==> src/design/cls_pkg.sv <==
// package: constants, register map and carrier types of the communication loss supervisor
package cls_pkg;
    // timing: delays are held in units of 0.1 s
    localparam int CLK_PERIOD_NS = 20;
    localparam int DELAY_UNIT_NS = 100_000_000;
    localparam int TICK_CYCLES = (DELAY_UNIT_NS + CLK_PERIOD_NS - 1) / CLK_PERIOD_NS;

    localparam int AW = 8;
    localparam int DW = 32;

    // register byte offsets
    localparam logic [7:0] OFS_CTRL = 8'h00;
    localparam logic [7:0] OFS_FB_DELAY = 8'h04;
    localparam logic [7:0] OFS_SER_DELAY = 8'h08;
    localparam logic [7:0] OFS_KPD_DELAY = 8'h0C;
    localparam logic [7:0] OFS_CP_DELAY = 8'h10;
    localparam logic [7:0] OFS_STATUS = 8'h14;
    localparam logic [7:0] OFS_MASK = 8'h18;
    localparam logic [7:0] OFS_STATE = 8'h1C;

    // delay limits and reset values, in 0.1 s units
    localparam logic [7:0] DELAY_MIN = 8'h01;
    localparam logic [7:0] DELAY_MAX = 8'h96;
    localparam logic [7:0] RST_FB_DELAY = 8'h05;
    localparam logic [7:0] RST_SER_DELAY = 8'h05;
    localparam logic [7:0] RST_KPD_DELAY = 8'h14;
    localparam logic [7:0] RST_CP_DELAY = 8'h64;

    // status / mask bit positions
    localparam int ST_FB = 0;
    localparam int ST_SER = 1;
    localparam int ST_KPD = 2;
    localparam int ST_CP = 3;
    localparam int ST_STOP = 4;
    localparam int ST_W = 5;
    localparam int CFG_W = 15;

    typedef enum logic [1:0] {
        CLS_ACT_OFF = 2'h0,
        CLS_ACT_TRIP = 2'h1,
        CLS_ACT_WARN = 2'h2,
        CLS_ACT_PSET = 2'h3
    } cls_action_t;

    typedef enum logic [1:0] {
        CLS_SRC_REMOTE = 2'h0,
        CLS_SRC_KEYPAD = 2'h1,
        CLS_SRC_COM = 2'h2,
        CLS_SRC_RSVD = 2'h3
    } cls_src_t;

    // control register layout, lsb first: fb, serial, keypad, panel actions, then the rest
    typedef struct packed {
        logic [1:0] pset_sel;
        cls_src_t run_src;
        cls_src_t ref_src;
        logic comm_type;
        cls_action_t panel_port_loss_action;
        cls_action_t keypad_loss_action;
        cls_action_t serial_loss_action;
        cls_action_t fieldbus_loss_action;
    } cls_cfg_t;

    localparam cls_cfg_t RST_CFG = '{
        pset_sel: 2'h0,
        run_src: CLS_SRC_REMOTE,
        ref_src: CLS_SRC_REMOTE,
        comm_type: 1'b0,
        panel_port_loss_action: CLS_ACT_TRIP,
        keypad_loss_action: CLS_ACT_TRIP,
        serial_loss_action: CLS_ACT_OFF,
        fieldbus_loss_action: CLS_ACT_OFF
    };

    // panel-port command register activity
    typedef struct packed {
        logic write;
        logic run;
        logic run_direction_right_cmd;
        logic run_direction_left_cmd;
    } cls_cp_cmd_t;
endpackage

==> src/design/cls_supervisor.sv <==
// communication loss supervisor: four silence timers, action decode, registers and interrupt
//
// Implementation choices: the address-and-strobe port and the register offsets.
`timescale 1ns/1ps

module cls_loss_timer #(
    parameter int TICK_CYCLES = cls_pkg::TICK_CYCLES
) (
    input wire logic clk,
    input wire logic sys_rst,
    input wire logic arm,
    input wire logic activity,
    input wire logic [7:0] delay,
    output logic expired
);
    localparam int SW = $clog2(TICK_CYCLES + 1);
    localparam logic [SW-1:0] SUB_LAST = SW'(TICK_CYCLES - 1);

    logic [SW-1:0] sub_q;
    logic [7:0] tenth_q;

    // silence is measured from the last activity, so the fire time has no tick jitter
    always_ff @(posedge clk or posedge sys_rst) begin
        if (sys_rst) begin
            sub_q <= '0;
            tenth_q <= 8'h00;
        end else if (!arm || activity) begin
            sub_q <= '0;
            tenth_q <= 8'h00;
        end else if (tenth_q < delay) begin
            if (sub_q == SUB_LAST) begin
                sub_q <= '0;
                tenth_q <= tenth_q + 8'h01;
            end else begin
                sub_q <= sub_q + SW'(1);
            end
        end
    end

    assign expired = arm && (delay != 8'h00) && (tenth_q >= delay);
endmodule

module cls_supervisor #(
    parameter int TICK_CYCLES = cls_pkg::TICK_CYCLES
) (
    input wire logic clk,
    input wire logic sys_rst,
    input wire logic [7:0] reg_addr,
    input wire logic [31:0] reg_wdata,
    input wire logic reg_wr,
    input wire logic reg_rd,
    output logic [31:0] reg_rdata,
    input wire logic fb_activity,
    input wire logic fb_net_error,
    input wire logic serial_activity,
    input wire logic keypad_present,
    input wire logic cp_activity,
    input wire cls_pkg::cls_cp_cmd_t cp_cmd,
    input wire logic drive_running,
    output logic fb_iface_enable,
    output logic serial_iface_enable,
    output logic loss_trip,
    output logic loss_warning,
    output logic pset_change,
    output logic [1:0] pset_sel,
    output logic stop_request,
    output logic irq
);
    cls_pkg::cls_cfg_t cfg_q;
    logic [7:0] fb_delay_q;
    logic [7:0] ser_delay_q;
    logic [7:0] kpd_delay_q;
    logic [7:0] cp_delay_q;
    logic [cls_pkg::ST_W-1:0] status_q;
    logic [cls_pkg::ST_W-1:0] mask_q;
    logic [31:0] rdata_q;
    logic cp_written_q;
    logic trip_q;
    logic warn_q;
    logic pset_q;
    logic stop_q;
    logic fb_en_q;
    logic [3:0] fault_q;

    logic com_src;
    logic kpd_src;
    logic fb_on;
    logic ser_on;
    logic kpd_on;
    logic cp_on;
    logic fb_exp;
    logic ser_exp;
    logic kpd_exp;
    logic cp_exp;
    logic [3:0] fault;
    cls_pkg::cls_action_t act [4];
    logic [3:0] is_trip;
    logic [3:0] is_warn;
    logic [3:0] is_pset;
    logic stop_d;
    logic [cls_pkg::ST_W-1:0] events;
    logic [7:0] wr_delay;

    function automatic logic [7:0] clamp_delay(input logic [7:0] v);
        if (v < cls_pkg::DELAY_MIN) begin
            return cls_pkg::DELAY_MIN;
        end else if (v > cls_pkg::DELAY_MAX) begin
            return cls_pkg::DELAY_MAX;
        end
        return v;
    endfunction

    assign wr_delay = clamp_delay(reg_wdata[7:0]);

    // supervision enables
    assign com_src = (cfg_q.ref_src == cls_pkg::CLS_SRC_COM)
        || (cfg_q.run_src == cls_pkg::CLS_SRC_COM);
    assign kpd_src = (cfg_q.ref_src == cls_pkg::CLS_SRC_KEYPAD)
        || (cfg_q.run_src == cls_pkg::CLS_SRC_KEYPAD);
    assign fb_on = (cfg_q.fieldbus_loss_action != cls_pkg::CLS_ACT_OFF)
        && cfg_q.comm_type && com_src;
    assign ser_on = (cfg_q.serial_loss_action != cls_pkg::CLS_ACT_OFF) && com_src;
    // keypad code 3 is outside the selector and is treated as off
    assign kpd_on = (cfg_q.keypad_loss_action == cls_pkg::CLS_ACT_TRIP)
        || (cfg_q.keypad_loss_action == cls_pkg::CLS_ACT_WARN);
    assign cp_on = com_src && cp_written_q && cp_cmd.run
        && (cp_cmd.run_direction_right_cmd || cp_cmd.run_direction_left_cmd)
        && (cfg_q.panel_port_loss_action != cls_pkg::CLS_ACT_OFF);

    // the written flag only makes sense while communication owns control
    always_ff @(posedge clk or posedge sys_rst) begin
        if (sys_rst) begin
            cp_written_q <= 1'b0;
        end else if (!com_src) begin
            cp_written_q <= 1'b0;
        end else if (cp_cmd.write) begin
            cp_written_q <= 1'b1;
        end
    end

    cls_loss_timer #(.TICK_CYCLES(TICK_CYCLES)) u_fb_timer (
        .clk(clk),
        .sys_rst(sys_rst),
        .arm(fb_on),
        .activity(fb_activity),
        .delay(fb_delay_q),
        .expired(fb_exp)
    );
    cls_loss_timer #(.TICK_CYCLES(TICK_CYCLES)) u_ser_timer (
        .clk(clk),
        .sys_rst(sys_rst),
        .arm(ser_on),
        .activity(serial_activity),
        .delay(ser_delay_q),
        .expired(ser_exp)
    );
    // presence counts as activity: the timer only runs while the keypad is gone
    cls_loss_timer #(.TICK_CYCLES(TICK_CYCLES)) u_kpd_timer (
        .clk(clk),
        .sys_rst(sys_rst),
        .arm(kpd_on),
        .activity(keypad_present),
        .delay(kpd_delay_q),
        .expired(kpd_exp)
    );
    cls_loss_timer #(.TICK_CYCLES(TICK_CYCLES)) u_cp_timer (
        .clk(clk),
        .sys_rst(sys_rst),
        .arm(cp_on),
        .activity(cp_activity),
        .delay(cp_delay_q),
        .expired(cp_exp)
    );

    assign fault[cls_pkg::ST_FB] = fb_on && (fb_exp || fb_net_error);
    assign fault[cls_pkg::ST_SER] = ser_exp;
    assign fault[cls_pkg::ST_KPD] = kpd_exp;
    assign fault[cls_pkg::ST_CP] = cp_exp;

    assign act[0] = cfg_q.fieldbus_loss_action;
    assign act[1] = cfg_q.serial_loss_action;
    assign act[2] = cfg_q.keypad_loss_action;
    assign act[3] = cfg_q.panel_port_loss_action;

    always_comb begin
        for (int i = 0; i < 4; i++) begin
            is_trip[i] = (act[i] == cls_pkg::CLS_ACT_TRIP);
            is_warn[i] = (act[i] == cls_pkg::CLS_ACT_WARN)
                || ((act[i] == cls_pkg::CLS_ACT_PSET) && (i != 2));
            is_pset[i] = (act[i] == cls_pkg::CLS_ACT_PSET) && (i != 2);
        end
    end

    assign stop_d = !keypad_present && drive_running && kpd_src;

    // action outputs are level: they stand while the loss condition stands
    always_ff @(posedge clk or posedge sys_rst) begin
        if (sys_rst) begin
            trip_q <= 1'b0;
            warn_q <= 1'b0;
            pset_q <= 1'b0;
            stop_q <= 1'b0;
            fault_q <= 4'h0;
        end else begin
            trip_q <= |(fault & is_trip);
            warn_q <= |(fault & is_warn);
            pset_q <= |(fault & is_pset);
            stop_q <= stop_d;
            fault_q <= fault;
        end
    end

    always_ff @(posedge clk or posedge sys_rst) begin
        if (sys_rst) begin
            fb_en_q <= 1'b0;
        end else begin
            fb_en_q <= cfg_q.comm_type;
        end
    end

    assign loss_trip = trip_q;
    assign loss_warning = warn_q;
    assign pset_change = pset_q;
    assign pset_sel = cfg_q.pset_sel;
    assign stop_request = stop_q;
    assign fb_iface_enable = fb_en_q;
    assign serial_iface_enable = 1'b1;

    // configuration registers
    always_ff @(posedge clk or posedge sys_rst) begin
        if (sys_rst) begin
            cfg_q <= cls_pkg::RST_CFG;
            fb_delay_q <= cls_pkg::RST_FB_DELAY;
            ser_delay_q <= cls_pkg::RST_SER_DELAY;
            kpd_delay_q <= cls_pkg::RST_KPD_DELAY;
            cp_delay_q <= cls_pkg::RST_CP_DELAY;
            mask_q <= '0;
        end else if (reg_wr) begin
            if (reg_addr == cls_pkg::OFS_CTRL) begin
                cfg_q <= cls_pkg::cls_cfg_t'(reg_wdata[cls_pkg::CFG_W-1:0]);
            end else if (reg_addr == cls_pkg::OFS_FB_DELAY) begin
                fb_delay_q <= wr_delay;
            end else if (reg_addr == cls_pkg::OFS_SER_DELAY) begin
                ser_delay_q <= wr_delay;
            end else if (reg_addr == cls_pkg::OFS_KPD_DELAY) begin
                kpd_delay_q <= wr_delay;
            end else if (reg_addr == cls_pkg::OFS_CP_DELAY) begin
                cp_delay_q <= wr_delay;
            end else if (reg_addr == cls_pkg::OFS_MASK) begin
                mask_q <= reg_wdata[cls_pkg::ST_W-1:0];
            end
        end
    end

    // sticky events on rising faults; a new event beats a write-one-to-clear
    assign events = {stop_d && !stop_q, fault & ~fault_q};

    always_ff @(posedge clk or posedge sys_rst) begin
        if (sys_rst) begin
            status_q <= '0;
        end else if (reg_wr && (reg_addr == cls_pkg::OFS_STATUS)) begin
            status_q <= (status_q & ~reg_wdata[cls_pkg::ST_W-1:0]) | events;
        end else begin
            status_q <= status_q | events;
        end
    end

    assign irq = |(status_q & mask_q);

    // read data stands only in the cycle after the read strobe
    always_ff @(posedge clk or posedge sys_rst) begin
        if (sys_rst) begin
            rdata_q <= 32'h0000_0000;
        end else if (!reg_rd) begin
            rdata_q <= 32'h0000_0000;
        end else if (reg_addr == cls_pkg::OFS_CTRL) begin
            rdata_q <= 32'(cfg_q);
        end else if (reg_addr == cls_pkg::OFS_FB_DELAY) begin
            rdata_q <= 32'(fb_delay_q);
        end else if (reg_addr == cls_pkg::OFS_SER_DELAY) begin
            rdata_q <= 32'(ser_delay_q);
        end else if (reg_addr == cls_pkg::OFS_KPD_DELAY) begin
            rdata_q <= 32'(kpd_delay_q);
        end else if (reg_addr == cls_pkg::OFS_CP_DELAY) begin
            rdata_q <= 32'(cp_delay_q);
        end else if (reg_addr == cls_pkg::OFS_STATUS) begin
            rdata_q <= 32'(status_q);
        end else if (reg_addr == cls_pkg::OFS_MASK) begin
            rdata_q <= 32'(mask_q);
        end else if (reg_addr == cls_pkg::OFS_STATE) begin
            rdata_q <= 32'({pset_q, warn_q, trip_q, cp_on, fault_q});
        end else begin
            rdata_q <= 32'h0000_0000;
        end
    end

    assign reg_rdata = rdata_q;
endmodule
==> config.mk <==
export PLATFORM = sky130hd
export DESIGN_NAME = cls_supervisor
export DESIGN_NICKNAME = d
export VERILOG_FILES = /design/src/design/cls_pkg.sv /design/src/design/cls_supervisor.sv
export SDC_FILE = /design/constraint.sdc
export NUM_CORES = 1
export LEC_CHECK = 0
export BUFFER_PORTS_ARGS = -buffer_cell sky130_fd_sc_hd__buf_2
export CAP_MARGIN = 15
export CORE_UTILIZATION = 61
export DETAILED_ROUTE_END_ITERATION = 6
export PLACE_DENSITY = 0.77
export SYNTH_ARGS = -nofsm -noshare
export SYNTH_HDL_FRONTEND = slang
export SYNTH_SLANG_ARGS = --single-unit
export TNS_END_PERCENT = 50
==> constraint.sdc <==
create_clock -name clk -period 9.9 [get_ports clk]
set_input_delay 1.98 -clock clk [delete_from_list [all_inputs] [get_ports clk]]
set_output_delay 1.98 -clock clk [all_outputs]
set_load 0.02 [all_outputs]
==> out/metrics.yaml <==
run_status:
  status: "finished, final reports clean"
synth:
  synth_most_common_cell: "dfrtp_1"
  synth-xor-area-share_pct: 2.88
  synth_edf_count: 0
  yosysTopAreaCell: "dfrtp_1"
  synthMuxAreaShare_pct: 3.47
  synth.distinct_cells: 73
  synth_seq_cells: 206
  synth_top_family_by_area: "simple AND/OR/NAND/NOR gates"
  synth_common_cells: "dfrtp_1, nand2_1, a21oi_1, nor2_1, o21ai_0"
  synth-async-reset-ratio_pct: 100
  ys_seq_area_share_pct: 44.7
  mappedNetlistArea_sq_um: 11600
  synth_fa_ha_area_share_pct: 4.54
  syn_avg_cell_area_sq_um: 9.15
  synthDominantCellAreaShare_pct: 42.2
  synth_area_leaders: "dfrtp_1, ha_1, a21oi_1"
  synth_compound_area_share_pct: 15.4
  postSynthCellCount: 1265
  ys_warn_count: 0
  synthFlopType: "dfrtp_1"
  synthSimpleGateAreaFrac_pct: 23.8
grt:
  top_usage_layer: "met2"
  grt_first_pass_wirelength_mm: 46.1
  first_global_vias: 9072
  grt_overflow: 0
  met3_usage_pct: 4.78
  grt_max_degree: 144
  antenna_found_initial: 4
  globalRouteTotalUtil_pct: 29.0
  grt_use_met1_pct: 42.6
  met2_usage_pct: 44.8
place:
  dp_cells: 1505
  hpwl_mm: 19.1
  numPortBuffers: 59
  gp_congestion: 0.964
routing:
  remaining_drc_errors: 0
  avgViaCountPerCell: 6.26
  antenna_left: 0
  drtIter0Drc: 756
  drtPass1Iterations: 7
  wl_mm: 27.5
  vias: 9710
  avgRoutedWirePerCell_um: 17.7
floorplanning:
  core_sq_um: 18300
  ioPinCount: 95
  dieArea_sq_um: 19500
  die_width_um: 140
  die_y_um: 140
  start_util_pct: 63.3
  num_rows: 49
clock_network:
  cts_sinks: 206
  clk_pin_slew_ps: 60
  postCtsSetupRepairBufs: 0
  ctsResizeCount: 0
  cts_tree: "yes"
  cts_max_path_buffers: 3
  cts.htree.levels: 1
  insertion_delay_ps: 500
  cts-root-buf: "clkbuf_16"
  numCtsBuffers: 23
  hold_buffers: 0
finish:
  n_fill_cell: 1420
  ff_latch_area_sq_um: 5170
  multi_input_area_sq_um: 5860
  layout.cells.non_filler: 1551
  area_growth_pct: 10.3
  drive_gt1_share_pct: 12.8
  nNetsFinal: 1398
  utilization_pct: 69.8
worst_setup_path:
  cp_max_fo: 15
  critPathCaptureType: "flop"
  critPathRequiredTime_ps: 10290
  crit_slowest_cell: "nor3_1"
  r2r_end: "u_kpd_timer.sub_q[21]"
  crit_chain: "buf_2, or4_1, nor3_1, and2_1, nand2_2, mux2_2"
  timing.setup.critical_path_class: "primary input to flop"
  rrSetupSlack_ps: 6960
  slowest_delay_ps: 820
  start_kind: "primary input"
  ff2ff_path_depth: 8
  reg2reg_from: "kpd_delay_q[4]"
  worstPathArrival_ps: 4530
run:
  max_cap_violations: 0
sta:
  final.setup.tns_ps: 0
  drv_slew: 0
  maxSlewHeadroom_pct: 30.8
  tightest_slew_ps: 1040
  hold_violations: 0
  rsz0062_at_grt: "no"
  max_freq_ghz: 0.241
  skew_ps: 8.16
  fin_crit_ps: 4140
  post-route-period-util_pct: 41.8
  setup_viol: 0
power:
  p_total_mw: 1.92
  p_per_area_nw_per_um2: 150
  p_sw_share_pct: 23.3
  power.switching_uw: 447
  intPower_mw: 1.47
  p_seq_share_pct: 45.9
  ir_drop_mv: 0.110
  leakagePower_nw: 5.25
  combPwrFrac_pct: 6.3
  clkPwrFrac_pct: 47.8
hold_path:
  hp-class: "flop to flop"
  worstHoldStart: "cfg_q[8]"
  hold_path_depth: 0
  hold_end: "fb_iface_enable"
worst max-delay path, delay by kind of cell:
kind	cells	cell delay [ps]
mux	1	370
buf+inv	1	140
simple gates	4	2040
power by group through the flow:
stage	sequential (mW)	combinational, mW	clock (mW)
5_1_grt	0.881	0.136	0.965
2_1_floorplan	0.888	0.0881	0
4_1_cts	0.879	0.121	0.929
3_5_place_dp	0.894	0.120	0
6_report	0.879	0.121	0.917
3_3_place_gp	0.893	0.117	0
layer usage:
metal	vias to the layer above	share of wire, %
li1	4658	-
met2	318	44
met3	59	6.6
met1	4673	46
met5	-	0.029
met4	2	2.6
worst max path at each step:
stage          cells after the start  slack, ps      endpoint        start
4_1_cts                            6       5800     cfg_q[12]  reg_addr[5]
2_1_floorplan                      1       2310        act[1]      sys_rst
5_1_grt                            6       5440  reg_rdata[7]  reg_addr[5]
6_report                           6       5760     cfg_q[12]  reg_addr[5]
3_3_place_gp                       6       5300     cfg_q[12]  reg_addr[5]
3_5_place_dp                       6       5280     cfg_q[12]  reg_addr[5]
layout by cell type, fill, tap and decap left out, types with 23 or more instances in the layout:
master / count
dfrtp_1: 195
nand2_1: 125
a21oi_1: 103
nor2_1: 93
o21ai_0: 77
inv_1: 64
buf_2: 59
nand3_1: 52
ha_1: 42
nand4_1: 40
nor4_1: 34
xnor2_1: 29
or3_1: 27
mux2_2: 25
or4_1: 24
nor3_1: 24
clkbuf_16: 23
cell families after synthesis:
logic type      Yosys count
flops                   206
simple gates            517
other cells               2
compound gates          292
fa+ha+maj                42
buf+inv                 136
mux                      32
xor+xnor                 38
sequential cells by signal, summed over array words and instances (netlist names), 8 cells and up:
register	count
u_fb_timer.tenth_q	8
ser_delay_q	8
cp_delay_q	8
act	8
fb_delay_q	8
kpd_delay_q	8
u_ser_timer.tenth_q	8
u_kpd_timer.sub_q	23
u_cp_timer.sub_q	23
u_fb_timer.sub_q	23
reg_rdata	15
u_ser_timer.sub_q	23
u_kpd_timer.tenth_q	8
u_cp_timer.tenth_q	8
final cells by class:
type                            instances  share of cell area, %
Antenna cell                            4                 0.0785
Timing Repair Buffer                   67                   2.79
Sequential cell                       206                   40.5
Clock buffer                           30                   5.19
Multi-Input combinational cell        939                   46.0
Tap cell                              229                   2.25
Inverter                               65                   1.97
Clock inverter                         11                   1.26
through the flow:
stage / setup WS (ps) / hold slack (ps) / cell area (sq um)
floorplan: 2310 / 375 / 11600
global placement: 5300 / 424 / 11900
detailed placement: 5280 / 431 / 11900
CTS: 5800 / 441 / 12700
global route: 5440 / 456 / 12800
finish: 5760 / 439 / 12800
Note: power is estimated with default switching activity, not from simulation.
